**config.mk**
```make
export PLATFORM = sky130hd
export DESIGN_NAME = flash_write_security_ctrl
export DESIGN_NICKNAME = d
export VERILOG_FILES = /design/src/inc/flash_seq_pkg.sv /design/src/rtl/flash_write_security_ctrl.sv
export SDC_FILE = /design/constraint.sdc
export NUM_CORES = 1
export LEC_CHECK = 0
export BUFFER_PORTS_ARGS = -buffer_cell sky130_fd_sc_hd__buf_2
export CAP_MARGIN = 20
export CORE_MARGIN = 1
export CORE_UTILIZATION = 40
export CTS_BUF_LIST = sky130_fd_sc_hd__clkbuf_8
export CTS_CLUSTER_DIAMETER = 40
export DETAILED_ROUTE_END_ITERATION = 7
export HOLD_SLACK_MARGIN = 0.08
export SETUP_SLACK_MARGIN = 0.1
export SYNTH_ARGS = -nofsm -noshare
export SYNTH_HDL_FRONTEND = slang
export SYNTH_SLANG_ARGS = --single-unit
```
**constraint.sdc**
```tcl
create_clock -name CORE_CLK -period 3.4 [get_ports CORE_CLK]
set_input_delay 0.17 -clock CORE_CLK [delete_from_list [all_inputs] [get_ports CORE_CLK]]
set_output_delay 0.17 -clock CORE_CLK [all_outputs]
set_load 0.05 [all_outputs]
```
**src/inc/flash_seq_pkg.sv**
```systemverilog
// constants and carrier types for the flash write and security sequencer
package flash_seq_pkg;
   // address width and page size
   localparam int ADDR_W   = 16;
   localparam int PAGE_LSB = 10;                  // 1024-byte pages
   localparam int PAGE_W   = ADDR_W - PAGE_LSB;
   // unlock key codes, written in this order
   localparam logic [7:0] KEY_FIRST_CODE  = 8'hA5;
   localparam logic [7:0] KEY_SECOND_CODE = 8'hF1;
   // memory map of the store
   localparam logic [15:0] RESERVED_BASE  = 16'h7C00;
   localparam logic [15:0] LOCK_BYTE_ADDR = 16'h7BFF;
   localparam logic [PAGE_W-1:0] LOCK_PAGE = LOCK_BYTE_ADDR[ADDR_W-1:PAGE_LSB];
   localparam logic [7:0] NO_PAGES_LOCKED = 8'h00;
   localparam logic [1:0] BLOCK_LAST_IDX  = 2'h3;
   localparam logic [3:0] MASK_ONE_BYTE   = 4'h1;
   localparam logic [3:0] MASK_ALL_BYTES  = 4'hF;
   // register word offsets on the bus
   localparam logic [2:0] REG_STORE_CTRL = 3'h0;
   localparam logic [2:0] REG_CACHE_CTRL = 3'h1;
   localparam logic [2:0] REG_KEY        = 3'h2;
   localparam logic [2:0] REG_STATUS     = 3'h3;
   localparam logic [2:0] REG_SUPPLY     = 3'h4;
   // field positions
   localparam int BIT_WRITE_EN  = 0;
   localparam int BIT_ERASE_EN  = 1;
   localparam int BIT_BLOCK_SEL = 0;
   localparam int BIT_MON_EN    = 0;
   localparam int BIT_MON_RST   = 1;
   localparam int ST_BUSY       = 0;
   localparam int ST_FLASH_ERR  = 1;
   localparam int ST_ANY_LOCK   = 2;
   localparam int ST_PAGES_LSB  = 8;
   localparam logic [31:0] READ_ZERO = 32'h0000_0000;

   // unlock sequence states
   typedef enum logic [1:0] {KEY_LOCKED, KEY_HALF, KEY_OPEN, KEY_DEAD} key_state_type;
   // kinds of store access
   typedef enum logic [1:0] {OP_READ, OP_WRITE, OP_ERASE, OP_FULL_ERASE} op_kind_type;

   // request to the flash array
   typedef struct packed {
      logic              start;
      op_kind_type       kind;
      logic [ADDR_W-1:0] addr;
      logic [31:0]       wdata;
      logic [3:0]        mask;
   } flash_req_type;

   // request from the debug port
   typedef struct packed {
      logic              valid;
      op_kind_type       kind;
      logic [ADDR_W-1:0] addr;
      logic [7:0]        data;
   } dbg_req_type;

   // whole state of the sequencer
   typedef struct packed {
      key_state_type     key;
      logic              write_en;
      logic              erase_en;
      logic              block_sel;
      logic              mon_en;
      logic              mon_rst;
      logic              captured;
      logic [7:0]        pages;
      logic              flash_err;
      logic [1:0]        blk_next;
      logic [ADDR_W-1:0] blk_addr;
      logic [31:0]       blk_data;
      logic              busy;
      flash_req_type     flash;
      logic              external_data_ram_wr;
      logic              external_data_ram_rd;
      logic [ADDR_W-1:0] external_data_ram_addr;
      logic [7:0]        external_data_ram_wdata;
      logic              code_grant;
      logic              err_reset;
      logic              dbg_ack;
      logic              dbg_refused;
      logic              waitreq;
      logic [31:0]       readdata;
   } state_type;
endpackage

```
**src/rtl/flash_write_security_ctrl.sv**
```systemverilog
// flash write sequencer with key unlock and page lock security
`timescale 1ns/1ps
`default_nettype none

// Summary of operation
// - block programs only after byte ending 11b
// - code blocks are four aligned bytes
// - write enable steers move-writes to flash
// - move-reads always go to data RAM
// - modify needs write enable, erase needs both
// - inverse lock byte counts locked pages
// - lock byte page locked when any bit zero
// - locked access: firmware-locked ok, debug refused
// - other unlocked pages open to everyone
// - lock page erase: firmware faults, debug conditional
// - changing lock byte refused or faults once any page is locked
// - reserved area refused or faults
// - error reset leaves flash error flag set
// - refused debug operations never reset device
// - debug full erase clears everything
// - new lock byte acts after next reset
// - keys re-arm per operation, errors kill writes
// - modify without supply monitor faults
// - busy flag and fetch stall during operation
// - byte mode programs each move-write at once
module flash_write_security_ctrl
   import flash_seq_pkg::*;
(
   input  wire logic                        CORE_CLK,
   input  wire logic                        NRST,
   input  wire logic [2:0]                  AVS_ADDRESS,
   input  wire logic                        AVS_READ,
   input  wire logic                        AVS_WRITE,
   input  wire logic [31:0]                 AVS_WRITEDATA,
   input  wire logic [3:0]                  AVS_BYTEENABLE,
   output logic [31:0]                      AVS_READDATA,
   output logic                             AVS_WAITREQUEST,
   input  wire logic                        MOVE_WR,
   input  wire logic                        MOVE_RD,
   input  wire logic [flash_seq_pkg::ADDR_W-1:0] MOVE_ADDR,
   input  wire logic [7:0]                  MOVE_DATA,
   input  wire logic [flash_seq_pkg::ADDR_W-1:0] EXEC_ADDR,
   input  wire logic                        CODE_RD,
   input  wire logic [flash_seq_pkg::ADDR_W-1:0] CODE_ADDR,
   output logic                             CODE_GRANT,
   output logic                             FETCH_STALL,
   output logic                             EXTERNAL_DATA_RAM_WR,
   output logic                             EXTERNAL_DATA_RAM_RD,
   output logic [flash_seq_pkg::ADDR_W-1:0] EXTERNAL_DATA_RAM_ADDR,
   output logic [7:0]                       EXTERNAL_DATA_RAM_WDATA,
   input  wire flash_seq_pkg::dbg_req_type  DBG_REQ,
   output logic                             DBG_ACK,
   output logic                             DBG_REFUSED,
   output flash_seq_pkg::flash_req_type     FLASH_REQ,
   input  wire logic                        FLASH_DONE,
   input  wire logic [7:0]                  LOCK_BYTE,
   input  wire logic                        FLASH_ERR_CAUSE,
   output logic                             FLASH_ERROR_RESET
);
   import flash_seq_pkg::*;

   state_type s;       // registered state
   state_type next_s;  // next state

   // decides whether an access is forbidden by the lock settings
   function automatic logic denied(
      input logic              from_dbg,
      input op_kind_type       kind,
      input logic [ADDR_W-1:0] addr,
      input logic [ADDR_W-1:0] exec,
      input logic [7:0]        pages
   );
      logic              any_lock;
      logic              tgt_lock;
      logic              exec_lock;
      logic [PAGE_W-1:0] tp;
      logic [PAGE_W-1:0] ep;
      any_lock  = pages != NO_PAGES_LOCKED;
      tp        = addr[ADDR_W-1:PAGE_LSB];
      ep        = exec[ADDR_W-1:PAGE_LSB];
      // pages below the count, plus the lock page once anything is locked
      tgt_lock  = ({2'h0, tp} < pages) || (any_lock && tp == LOCK_PAGE);
      exec_lock = ({2'h0, ep} < pages) || (any_lock && ep == LOCK_PAGE);
      if (kind == OP_FULL_ERASE)
         denied = !from_dbg;
      else if (addr >= RESERVED_BASE)
         denied = 1'b1;
      else if (kind == OP_ERASE && tp == LOCK_PAGE)
         denied = !from_dbg || any_lock;
      else if (kind == OP_WRITE && addr == LOCK_BYTE_ADDR && any_lock)
         denied = 1'b1;
      else if (tgt_lock)
         denied = from_dbg || !exec_lock;
      else
         denied = 1'b0;
   endfunction

   // next-state logic
   always_comb
   begin
      logic        bus_take;
      logic        bus_done;
      logic [1:0]  idx;
      op_kind_type mk;
      next_s             = s;
      bus_take           = (AVS_READ || AVS_WRITE) && s.waitreq;
      bus_done           = AVS_WRITE && !s.waitreq;
      idx                = MOVE_ADDR[1:0];
      mk                 = s.erase_en ? OP_ERASE : OP_WRITE;
      // one-cycle pulses fall back
      next_s.flash.start = 1'b0;
      next_s.external_data_ram_wr     = 1'b0;
      next_s.external_data_ram_rd     = 1'b0;
      next_s.code_grant  = 1'b0;
      next_s.err_reset   = 1'b0;
      next_s.dbg_ack     = 1'b0;
      next_s.dbg_refused = 1'b0;
      // waitrequest drops for one cycle after each taken request
      next_s.waitreq     = !bus_take;

      // lock count and error cause are caught once after reset release
      if (!s.captured)
      begin
         next_s.captured  = 1'b1;
         next_s.pages     = ~LOCK_BYTE;
         next_s.flash_err = FLASH_ERR_CAUSE;
      end

      // the array reports the end of the timed operation
      if (s.busy && FLASH_DONE)
         next_s.busy = 1'b0;

      // register writes land at the edge that sees waitrequest low
      if (bus_done && AVS_BYTEENABLE[0])
      begin
         unique case (AVS_ADDRESS)
            REG_STORE_CTRL:
            begin
               next_s.write_en = AVS_WRITEDATA[BIT_WRITE_EN];
               next_s.erase_en = AVS_WRITEDATA[BIT_ERASE_EN];
            end
            REG_CACHE_CTRL:
            begin
               next_s.block_sel = AVS_WRITEDATA[BIT_BLOCK_SEL];
               next_s.blk_next  = 2'h0;
            end
            REG_KEY:
            begin
               // keys must come in order; any slip disables until reset
               unique case (s.key)
                  KEY_LOCKED: next_s.key = (AVS_WRITEDATA[7:0] == KEY_FIRST_CODE) ? KEY_HALF : KEY_DEAD;
                  KEY_HALF:   next_s.key = (AVS_WRITEDATA[7:0] == KEY_SECOND_CODE) ? KEY_OPEN : KEY_DEAD;
                  KEY_OPEN:   next_s.key = KEY_DEAD;
                  KEY_DEAD:   next_s.key = KEY_DEAD;
               endcase
            end
            REG_SUPPLY:
            begin
               next_s.mon_en  = AVS_WRITEDATA[BIT_MON_EN];
               next_s.mon_rst = AVS_WRITEDATA[BIT_MON_RST];
            end
            default: ;                                                     // status and unmapped words ignore writes
         endcase
      end

      // register reads, unmapped words read zero
      if (bus_take && AVS_READ)
      begin
         next_s.readdata = READ_ZERO;
         unique case (AVS_ADDRESS)
            REG_STORE_CTRL:
            begin
               next_s.readdata[BIT_WRITE_EN] = s.write_en;
               next_s.readdata[BIT_ERASE_EN] = s.erase_en;
            end
            REG_CACHE_CTRL: next_s.readdata[BIT_BLOCK_SEL] = s.block_sel;
            REG_KEY:        next_s.readdata[1:0] = s.key;
            REG_STATUS:
            begin
               next_s.readdata[ST_BUSY]                 = s.busy;
               next_s.readdata[ST_FLASH_ERR]            = s.flash_err;
               next_s.readdata[ST_ANY_LOCK]             = s.pages != NO_PAGES_LOCKED;
               next_s.readdata[ST_PAGES_LSB+7:ST_PAGES_LSB] = s.pages;
            end
            REG_SUPPLY:
            begin
               next_s.readdata[BIT_MON_EN]  = s.mon_en;
               next_s.readdata[BIT_MON_RST] = s.mon_rst;
            end
            default: next_s.readdata = READ_ZERO;                          // unmapped words
         endcase
      end

      // move-reads never reach the store
      if (MOVE_RD)
      begin
         next_s.external_data_ram_rd   = 1'b1;
         next_s.external_data_ram_addr = MOVE_ADDR;
      end

      // move-writes: data RAM or store depending on write enable
      if (MOVE_WR)
      begin
         if (!s.write_en)
         begin
            next_s.external_data_ram_wr    = 1'b1;
            next_s.external_data_ram_addr  = MOVE_ADDR;
            next_s.external_data_ram_wdata = MOVE_DATA;
         end
         else if (!(s.mon_en && s.mon_rst))
            next_s.err_reset = 1'b1;
         else if (s.busy || !s.captured)
         begin
            // core is stalled while busy; nothing new is taken
         end
         else if (s.key != KEY_OPEN)
            next_s.key = KEY_DEAD;
         else
         begin
            next_s.key = KEY_LOCKED;
            if (denied(1'b0, mk, MOVE_ADDR, EXEC_ADDR, s.pages))
               next_s.err_reset = 1'b1;
            else if (s.erase_en)
            begin
               // erase needs both enables
               next_s.flash.start = 1'b1;
               next_s.flash.kind  = OP_ERASE;
               next_s.flash.addr  = MOVE_ADDR;
               next_s.flash.wdata = {4{MOVE_DATA}};
               next_s.flash.mask  = MASK_ALL_BYTES;
               next_s.busy        = 1'b1;
            end
            else if (!s.block_sel)
            begin
               // byte mode programs straight away
               next_s.flash.start = 1'b1;
               next_s.flash.kind  = OP_WRITE;
               next_s.flash.addr  = MOVE_ADDR;
               next_s.flash.wdata = {4{MOVE_DATA}};
               next_s.flash.mask  = MASK_ONE_BYTE << idx;
               next_s.busy        = 1'b1;
            end
            else if (idx == 2'h0)
            begin
               // first byte of an aligned block opens collection
               next_s.blk_addr      = MOVE_ADDR;
               next_s.blk_data[7:0] = MOVE_DATA;
               next_s.blk_next      = 2'h1;
            end
            else if (idx == s.blk_next && MOVE_ADDR[ADDR_W-1:2] == s.blk_addr[ADDR_W-1:2])
            begin
               next_s.blk_data[idx*8+:8] = MOVE_DATA;
               next_s.blk_next           = idx + 2'h1;
               if (idx == BLOCK_LAST_IDX)
               begin
                  // the last byte starts the four-byte program
                  next_s.flash.start = 1'b1;
                  next_s.flash.kind  = OP_WRITE;
                  next_s.flash.addr  = {s.blk_addr[ADDR_W-1:2], 2'h0};
                  next_s.flash.wdata = s.blk_data;
                  next_s.flash.wdata[31:24] = MOVE_DATA;
                  next_s.flash.mask  = MASK_ALL_BYTES;
                  next_s.busy        = 1'b1;
                  next_s.blk_next    = 2'h0;
               end
            end
            else
            begin
               // order broken: the partial block is dropped
               next_s.blk_next = 2'h0;
            end
         end
      end

      // code reads are checked and held off while busy; none is taken in the cycle after a grant or fault
      if (CODE_RD && s.captured && !s.busy && !s.code_grant && !s.err_reset)
      begin
         if (denied(1'b0, OP_READ, CODE_ADDR, EXEC_ADDR, s.pages))
            next_s.err_reset = 1'b1;
         else
            next_s.code_grant = 1'b1;
      end

      // debug requests: refused ones are only flagged, never reset
      if (DBG_REQ.valid && s.captured && !s.busy && !s.dbg_ack && !MOVE_WR)
      begin
         next_s.dbg_ack = 1'b1;
         if (denied(1'b1, DBG_REQ.kind, DBG_REQ.addr, EXEC_ADDR, s.pages))
            next_s.dbg_refused = 1'b1;
         else if (DBG_REQ.kind != OP_READ)
         begin
            next_s.flash.start = 1'b1;
            next_s.flash.kind  = DBG_REQ.kind;
            next_s.flash.addr  = DBG_REQ.addr;
            next_s.flash.wdata = {4{DBG_REQ.data}};
            next_s.flash.mask  = (DBG_REQ.kind == OP_WRITE) ? (MASK_ONE_BYTE << DBG_REQ.addr[1:0]) : MASK_ALL_BYTES;
            next_s.busy        = 1'b1;
         end
      end
   end

   // state register
   always_ff @(posedge CORE_CLK or negedge NRST)
   begin
      if (!NRST)
      begin
         s         <= '0;
         s.key     <= KEY_LOCKED;
         s.waitreq <= 1'b1;
      end
      else
      begin
         s <= next_s;
      end
   end

   // outputs straight from the state register
   assign AVS_READDATA      = s.readdata;
   assign AVS_WAITREQUEST   = s.waitreq;
   assign CODE_GRANT        = s.code_grant;
   assign FETCH_STALL       = s.busy;
   assign EXTERNAL_DATA_RAM_WR           = s.external_data_ram_wr;
   assign EXTERNAL_DATA_RAM_RD           = s.external_data_ram_rd;
   assign EXTERNAL_DATA_RAM_ADDR         = s.external_data_ram_addr;
   assign EXTERNAL_DATA_RAM_WDATA        = s.external_data_ram_wdata;
   assign DBG_ACK           = s.dbg_ack;
   assign DBG_REFUSED       = s.dbg_refused;
   assign FLASH_REQ         = s.flash;
   assign FLASH_ERROR_RESET = s.err_reset;
endmodule

`default_nettype wire

```
### After elaboration in Yosys (flattened, before gate mapping)

Cells that the tools add are included.

| storage, ports and cells | value |
|---|---|
| register bits | 165 |
| latch bits | 0 |
| RAM bits | 0 |
| ROM bits | 0 |
| input port bits | 139 |
| output and inout port bits | 119 |
| word-level logic and storage cells | 207 |
| memories kept | 0 |

| cells by class | value |
|---|---|
| add/subtract/negate cells | 2 |
| $mul | 0 |
| div/mod/pow operators | 0 |
| magnitude comparators | 7 |
| eq/ne operators | 25 |
| shift-type cells | 4 |
| muxes and demuxes | 79 |
| bitwise operators | 7 |
| reductions and logical operators | 54 |

Operators with widths:

| operator | number |
|---|---|
| $mux 106 | 5 |
| $mux 56 | 7 |
| $mux 107 | 1 |
| $mux 50 | 2 |
| $mux 88 | 1 |
| $mux 24 | 3 |
| $ge 16x15->1 const B | 3 |
| $mux 2 | 17 |
| $neg 5->34 | 1 |
| $shift 8x34->32 const A | 1 |
| $shiftx 8x34->32 | 1 |
| $mux 1 | 33 |
| $bwmux 32 | 1 |
| $eq 16x15->1 const B | 2 |
| $lt 6x8->1 | 4 |
| $logic_and 1x1->1 | 25 |
| $eq 6x5->1 const B | 4 |
| $reduce_and 9->1 | 2 |
| $mux 17 | 1 |
| $eq 8x8->1 const B | 2 |
| $mux 16 | 1 |
| $mux 8 | 2 |
| $eq 14x14->1 | 1 |
| $eq 2x2->1 const B | 7 |
| other kinds (24) | 51 |

### Logic depth before layout (Yosys ltp)

Gate-level depths: netlist (run 1).

| depth | value |
|---|---|
| depth after elaboration | 23 |
| depth in mapped cells | 11 |
| gate-level depth less buffers | 9 |

### Least setup slack after synthesis (run 1)

OpenSTA, ideal clock, no wires.

| timing path | value |
|---|---|
| kind | reg-to-reg |
| start | reg s[171] in the netlist's numbering |
| end | reg s[119] in the netlist's numbering |
| setup time | 0.121 ns |
| data arrival time | 2.656 ns |
| data required time | 3.279 ns |
| slack | 0.623 ns |
| cell stages (with the launch flop) | 10 |
| buffers on the path | 2 |
| clock period less this slack | 2.777 ns |
| cells stage by stage | dfrtp_1 -> or4_1 -> or4_4 -> a21oi_2 -> a211oi_2 -> or2_1 -> clkbuf_1 -> or3_1 -> buf_2 -> a22o_1 |

| between the ends | value |
|---|---|
| word-level cells in the longest chain between the ends | 16 |

RTL lines:

| element | RTL line | source |
|---|---|---|
| start: declaration | flash_write_security_ctrl.sv:62 | `state_type s;` |
| start signal: assignment | flash_write_security_ctrl.sv:313 | `s <= next_s;` |
| parallel branches: the longest is 5 deep, another holds $lt 6x8->1 | -- |  |
| $mux 1 (*) | flash_write_security_ctrl.sv:90 | `else if (kind == OP_WRITE && addr == LOCK_BYTE_ADDR && any_lock)` |
| $mux 1 (*) | flash_write_security_ctrl.sv:88 | `else if (kind == OP_ERASE && tp == LOCK_PAGE)` |
| $mux 1 (*) | flash_write_security_ctrl.sv:86 | `else if (addr >= RESERVED_BASE)` |
| $mux 1 (*) | flash_write_security_ctrl.sv:84 | `if (kind == OP_FULL_ERASE)` |
| $mux 1 (*) | flash_write_security_ctrl.sv:216 | `else if (s.key != KEY_OPEN)` |
| $mux 1 (*) | flash_write_security_ctrl.sv:212 | `else if (s.busy \|\| !s.captured)` |
| $mux 1 (*) | flash_write_security_ctrl.sv:210 | `else if (!(s.mon_en && s.mon_rst))` |
| $mux 1 (*) | flash_write_security_ctrl.sv:204 | `if (!s.write_en)` |
| $mux 1 (*) | flash_write_security_ctrl.sv:202 | `if (MOVE_WR)` |
| $not 1->1 (no line) (*) | -- |  |
| $reduce_and 9->1 (no line) (*) | -- |  |

Mark *: on every way between the ends. The select of a mux whose other input is x is not followed.
A chain may end at the register's enable or synchronous reset.

### Final worst setup path (run 1)

| timing path | value |
|---|---|
| start | reg s[171] in the netlist's numbering |
| end | reg s[122] in the netlist's numbering |

The elaborated chain is that of the path after synthesis.

==> out/qor.csv, run 1 <==
stage;metric;value;unit
layout;final core occ;49.1;%
layout;diode count;0;
detailed_routing;Detail Route Antenna Nets;0;
worst_setup_path;Critical Path AT;3460;ps
detailed_routing;total number of vias;6795;
floorplan;die area;0.0220;mm^2
run;MaxCap Viol Count;0;
clock_tree;Hold Buf Count CTS;70;
global_route;first-pass GRT wire length;36.1;mm
worst_setup_path;CP max-delay cell;or4_1;
detailed_routing;DRC violations left;0;
timing;Slew HR;43.1;%
clock_tree;CTS tree;yes;
detailed_routing;Total Wirelength;22.9;mm
detailed_routing;Routed WL per cell;17.1;um
timing;setup TNS;0;ps
clock_tree;CTS Sinks;155;
worst_setup_path;R2R cell count;8;
floorplan;Die Y;148;um
timing;Final Setup Violations;0;
timing;Final period util;91.8;%
timing;Worst-Margin Slew;854;ps
synth;Yosys reg bits;155;
floorplan;Initial Util;40.8;%
worst_setup_path;startpoint types;register;
floorplan;row count;53;
power_and_ir_drop;leakage power;4.97;nW
worst_setup_path;flop2flop setup slack;280;ps
clock_tree;Clk pin slew, worst setup/hold paths;90;ps
min_path;Hold WC Path Type;in -> reg;
layout;Fill cells;2050;
detailed_routing;Via density;5.09;
synth;EDFF count, synth;0;
timing;maximum clock frequency;0.320;GHz
synth;commonest cells in the netlist;dfrtp_1 (154), buf_4 (111), nand2_1 (107);
synth;Cell Area, Synth;0.00855;mm^2
synth;cells taking the most area after synthesis;dfrtp_1 (45%), buf_4 (9.7%), nand2_1 (4.7%);
worst_setup_path;CP required;3740;ps
power_and_ir_drop;P per Cell Area;575;mW/mm^2
synth;Mapped Cells;876;
placed_design;placed instance count;1233;
global_route;GRT Util Overall;21.3;%
synth;Yosys warning count;0;
timing;RSZ-0062 raised after global routing;false;
placed_design;hpwl dp;16.2;mm
global_route;largest net degree at the start of global routing;88;
global_route;global route overflow;0;
synth;cell with the most instances after synthesis;dfrtp_1;
layout;nets;1213;
clock_tree;CTS Buffer Depth;2;
synth;Synth area leader;dfrtp_1;
floorplan;die span in x;148;um
clock_tree;Root Driver;clkbuf_8;
layout;layout cells sized above 1;27.7;%
worst_setup_path;CP endpoint kind;register;
worst_setup_path;Critical Path End;s[122]$_DFFE_PN0P_;
worst_setup_path;critical path fanouts, max;8;
worst_setup_path;CP peak stage delay;560;ps
timing;Fin. Hold Viols;0;
worst_setup_path;launch point of the worst path;s[171]$_DFFE_PN0N_;
floorplan;Core Box Area;0.0210;mm^2
timing;Slew Limit Fails;0;
timing;Final min period;3120;ps
synth;register area share after synthesis;45.4;%
global_route;initial antenna violation count;0;
clock_tree;number of H-tree levels;4;
floorplan;io pins;258;
synth;Post-synth ARST share;100;%
synth;Main synth FF type;dfrtp_1;
detailed_routing;initial DRC count;392;
worst_setup_path;Cell Chain, Critical Path;or4_1 > or4_4 > a21oi_2 > a211oi_2 > buf_4 > or2_1 > or3_1 > a22o_1;
layout;non-filler instance count after layout;1335;
power_and_ir_drop;total power;5.92;mW
global_route;vias in the first global route;6717;
timing;Post-Route Skew;12.0;ps
power_and_ir_drop;maximum VDD drop;0.400;mV
layout;area grow syn2layout;20.4;%
worst_setup_path;Critical R2R Launch;s[171]$_DFFE_PN0N_;
clock_tree;Worst-Skew Late Latency;450;ps
clock_tree;cts repair resizes;0;
detailed_routing;drt pass-1 iters;5;
synth;share of the synthesized area in the top cell type;45.1;%
clock_tree;postcts setup bufs;0;
placed_design;# port buffers;189;
run_status;status;completed;
synth;Syn Area/Cell;9.76;um^2
placed_design;Placer Congestion;0.880;
worst_setup_path;critical path class;reg -> reg;
clock_tree;CTS Buf Count;17;
worst_setup_path;Worst R2R End;s[122]$_DFFE_PN0P_;
synth;post-synthesis cell type count;63;
## report_power, final
group          internal (mW)  total (mW)  switching, mW
clock network          0.748        1.48          0.736
logic                  0.592        2.13           1.54
registers               2.13        2.31          0.179
total                   3.47        5.92           2.45
## area by class of cell
class / count / area [um^2] / area share (%)
clock buffer: 18 / 248 / 2.41
clock inverter: 14 / 170 / 1.65
inverter: 50 / 188 / 1.82
multi-input combinational: 541 / 3600 / 35.0
sequential: 155 / 3880 / 37.7
tap: 275 / 344 / 3.34
timing repair buffer: 282 / 1860 / 18.1
## metal layers
layer / vias up / wire (um) / GRT usage, % / share of wire, %
met5: - / 0 / 0 / 0
met4: 0 / 155 / 5.00 / 0.68
met3: 11 / 1330 / 3.87 / 5.8
met2: 211 / 11300 / 36.9 / 50
met1: 3285 / 10000 / 27.6 / 44
li1: 3288 / - / - / -
## per-stage QoR
stage	setup slack, ps	hold slack, ps	instance area (um^2)
CTS	252	80.3	10300
global placement	310	288	9170
detailed placement	282	294	9170
global route	121	103	10300
finish	279	110	10300
floorplan	623	-126	8620
## worst min-delay path by stage
stage	slack (ps)	cells past startpoint	start	endpoint
2_1_floorplan	-130	0	NRST	AVS_READDATA[0]$_DFFE_PN0P_
3_3_place_gp	290	1	NRST	EXTERNAL_DATA_RAM_WDATA[4]$_DFFE_PN0P_
3_5_place_dp	290	1	NRST	EXTERNAL_DATA_RAM_WDATA[4]$_DFFE_PN0P_
4_1_cts	80	2	MOVE_ADDR[10]	EXTERNAL_DATA_RAM_ADDR[10]$_DFF_PN0_
5_1_grt	100	2	MOVE_ADDR[10]	s[161]$_DFFE_PN0P_
6_report	110	3	DBG_REQ[23]	FLASH_REQ[51]$_DFF_PN0_
## worst max-delay path: cells and delay by family (launching register included)
| kind | cells | cell delay (ps) |
|---|---|---|
| flops | 1 | 390 |
| simple gates | 4 | 1930 |
| buf+inv | 1 | 200 |
| compound gates | 3 | 490 |
## placed cells by master, fill, tap and decap left out, types with 16 or more instances in the layout
master           n
a31oi_1         29
buf_2          188
o21ai_0         33
inv_1           49
mux2i_1         28
dfrtp_1        154
buf_4           20
mux2_2          31
xnor2_1         16
conb_1          22
clkbuf_8        18
a22o_1          18
dlygate4sd3_1   70
ha_1            27
a22oi_1         25
nand2_1        107
a21oi_1         31
nor2_1          44
## cells by family (layout without fill, tap and decap cells)
| family | count (synthesis) | count (layout) | share of synthesized area (%) |
|---|---|---|---|
| flip-flops | 155 | 155 | 45.4 |
| XOR/XNOR | 16 | 16 | 1.64 |
| other | 2 | 22 | 0.0879 |
| AO/OA/AOI/OAI | 191 | 191 | 15.3 |
| adder cells (fa/ha/maj) | 27 | 27 | 3.95 |
| AND/OR/NAND/NOR | 224 | 224 | 12.2 |
| buffers and inverters | 200 | 364 | 13.8 |
| multiplexers | 61 | 61 | 7.63 |
(Power assumes the default switching activity.)
==> run 2: changes to the inputs <==
- CORE_ASPECT_RATIO: unset -> 2
==> run 2 against run 1 <==
Wire length rose by 7.8%. First-iteration DRC count fell by 14%. Critical path type unchanged. Sequential power barely moved. Largest cell class unchanged. Core utilization fell by 0.10 points. Register-to-register slack improved by 50 ps. Clock power fell by 5%. Combinational power barely moved. Final area fell by 0.34%.
==> out/qor.csv, run 2 (synthesized netlist as in run 1, its figures left out) <==
stage;metric;value;unit;change
detailed_routing;Detail Route Antenna Nets;0;;unchanged
timing;Slew HR;41.1;%;-2.0 points
clock_tree;number of H-tree levels;4;;unchanged
placed_design;hpwl dp;18.0;mm;+11%
layout;final instance area;0.0103;mm^2;-0.34%
clock_tree;CTS Buffer Depth;2;;unchanged
timing;RSZ-0062 raised after global routing;false;;
run;MaxCap Viol Count;0;;unchanged
global_route;largest net degree at the start of global routing;91;;+3.4%
run_status;status;completed;;
power_and_ir_drop;Sw Share;42.4;%;+0.93 points
power_and_ir_drop;leakage power;4.96;nW;-0.19%
clock_tree;CTS tree;yes;;
worst_setup_path;Worst Path Buf+Inv;1;;unchanged
clock_tree;CTS Buf Count;17;;unchanged
power_and_ir_drop;sequential fraction of design power;39.4;%;+0.5 points
timing;Final min period;3070;ps;-48.3 ps
timing;Post-Route Skew;11.8;ps;-0.192 ps
layout;commonest non-fill, non-tap cells in the layout;buf_2 (188), dfrtp_1 (154), nand2_1 (107);;
power_and_ir_drop;maximum VDD drop;0.307;mV;-23%
timing;setup TNS;0;ps;unchanged
power_and_ir_drop;clock network power share;24.0;%;-1.1 points
layout;layout cells sized above 1;27.4;%;-0.36 points
detailed_routing;Routed WL per cell;18.5;um;+7.9%
timing;Fin. Hold Viols;0;;unchanged
global_route;GRT Util Overall;23.2;%;+1.8 points
power_and_ir_drop;Psw;2.48;mW;+0.98%
detailed_routing;initial DRC count;338;;-14%
worst_setup_path;CP delay by family, top;simple AND/OR/NAND/NOR gates;;
global_route;initial antenna violation count;0;;unchanged
floorplan;die span in x;105;um;-29%
clock_tree;CTS Sinks;155;;unchanged
worst_setup_path;startpoint types;register;;
global_route;vias in the first global route;6907;;+2.8%
worst_setup_path;CP endpoint kind;register;;
layout;area grow syn2layout;20.0;%;
clock_tree;Clk pin slew, worst setup/hold paths;90;ps;about the same
worst_setup_path;critical path class;reg -> reg;;
worst_setup_path;CP required;3760;ps;+20 ps
power_and_ir_drop;P per Cell Area;570;mW/mm^2;-0.90%
global_route;first-pass GRT wire length;38.2;mm;+5.9%
timing;Worst-Margin Slew;884;ps;+30.1 ps
layout;final core occ;49.0;%;-0.10 points
placed_design;# port buffers;189;;unchanged
floorplan;Core Box Area;0.0209;mm^2;-0.14%
layout;most common cell after layout, fill and taps aside;buf_2;;
detailed_routing;total number of vias;6837;;+0.62%
worst_setup_path;Cell Chain, Critical Path;or4_1 > or4_4 > a21oi_2 > a211oi_2 > nor2_2 > nand3_2 > buf_4 > mux2_2;;
detailed_routing;DRC violations left;0;;unchanged
layout;Fill cells;2017;;-1.6%
timing;maximum clock frequency;0.325;GHz;+1.6%
detailed_routing;drt pass-1 iters;5;;unchanged
min_path;Hold WC Path Type;in -> reg;;
placed_design;placed inst area;0.00913;mm^2;-0.40%
floorplan;io pins;258;;unchanged
floorplan;die area;0.0220;mm^2;+0.16%
clock_tree;Worst-Skew Late Latency;470;ps;+20 ps
power_and_ir_drop;P_int;3.37;mW;-2.8%
placed_design;Placer Congestion;0.844;;-4.1%
worst_setup_path;critical path fanouts, max;11;;+3
timing;Final Setup Violations;0;;unchanged
clock_tree;Root Driver;clkbuf_8;;
floorplan;Initial Util;40.8;%;+0.056 points
floorplan;row count;75;;+42%
detailed_routing;Via density;5.13;;+0.77%
worst_setup_path;CP max-delay cell;or4_1;;
worst_setup_path;Critical Path AT;3430;ps;-30 ps
timing;Final period util;90.4;%;-1.4 points
power_and_ir_drop;Comb power frac;36.6;%;+0.6 points
global_route;global route overflow;0;;unchanged
floorplan;Die Y;209;um;+41%
layout;nets;1216;;+0.25%
worst_setup_path;CP peak stage delay;580;ps;+20 ps
timing;Slew Limit Fails;0;;unchanged
detailed_routing;Total Wirelength;24.6;mm;+7.8%
clock_tree;postcts setup bufs;0;;unchanged
run 2: power groups by stage:
| stage | clock (mW) | combinational (mW) | sequential, mW |
|---|---|---|---|
| 6_report | 1.40 | 2.14 | 2.30 |
| 4_1_cts | 1.46 | 2.16 | 2.30 |
| 3_3_place_gp | 0 | 2.06 | 2.34 |
| 2_1_floorplan | 0 | 1.90 | 2.31 |
| 5_1_grt | 1.52 | 2.27 | 2.34 |
| 3_5_place_dp | 0 | 2.09 | 2.34 |
run 2: path summary, 6_finish.rpt:
kind | start | end | slack (ps) | cells after the start
worst max-delay path | s[171]$_DFFE_PN0N_ | s[154]$_DFFE_PN0P_ | 330 | 8
worst min-delay path | MOVE_ADDR[1] | FLASH_REQ[37]$_DFF_PN0_ | 150 | 3
worst max register to register | s[171]$_DFFE_PN0N_ | s[154]$_DFFE_PN0P_ | 330 | 8
worst min register to register | EXTERNAL_DATA_RAM_WDATA[6]$_DFFE_PN0P_ | EXTERNAL_DATA_RAM_WDATA[6]$_DFFE_PN0P_ | 480 | 2
max in group asynchronous | NRST | s[161]$_DFFE_PN0P_ | 2170 | 3
min in group asynchronous | NRST | EXTERNAL_DATA_RAM_ADDR[3]$_DFF_PN0_ | 330 | 2
run 2: worst reg2reg max path, delay by kind of cell, from the launching register on:
family                 cells  cell delay [ps]
AO/OA/AOI/OAI              2              310
buffers and inverters      1              250
flip-flops                 1              400
multiplexers               1              280
AND/OR/NAND/NOR            4             1720
run 2: stage by stage:
step,std cells,total power [mW],setup slack [ps],hold slack (ps)
CTS,1332,5.92,323,109
global route,1332,6.13,164,138
global placement,1227,4.40,361,291
detailed placement,1227,4.43,338,294
floorplan,896,4.21,623,-126
finish,1333,5.84,328,146
run 2: cell type report:
cell class / count / area (um^2) / area share (%)
Antenna cell: 1 / 2.50 / 0.0244
Clock buffer: 17 / 234 / 2.28
Clock inverter: 15 / 153 / 1.49
Inverter: 50 / 188 / 1.83
Multi-Input combinational cell: 541 / 3580 / 34.9
Sequential cell: 155 / 3880 / 37.8
Tap cell: 269 / 337 / 3.28
Timing Repair Buffer: 285 / 1880 / 18.3
run 2: repair_timing:
action                                 in CTS  in global routing
endpoints found under the hold margin     218                  0
hold buffers                               73                  0
gates resized for setup                     0                  0
setup endpoints to repair                   0                  0
run 2: per-layer routing:
layer	track usage (%)	up-vias	part of all wire (%)
met3	3.46	32	3.9
met5	0	-	0
li1	-	3277	-
met2	44.1	214	56
met1	24.8	3314	37
met4	10.1	0	2.9
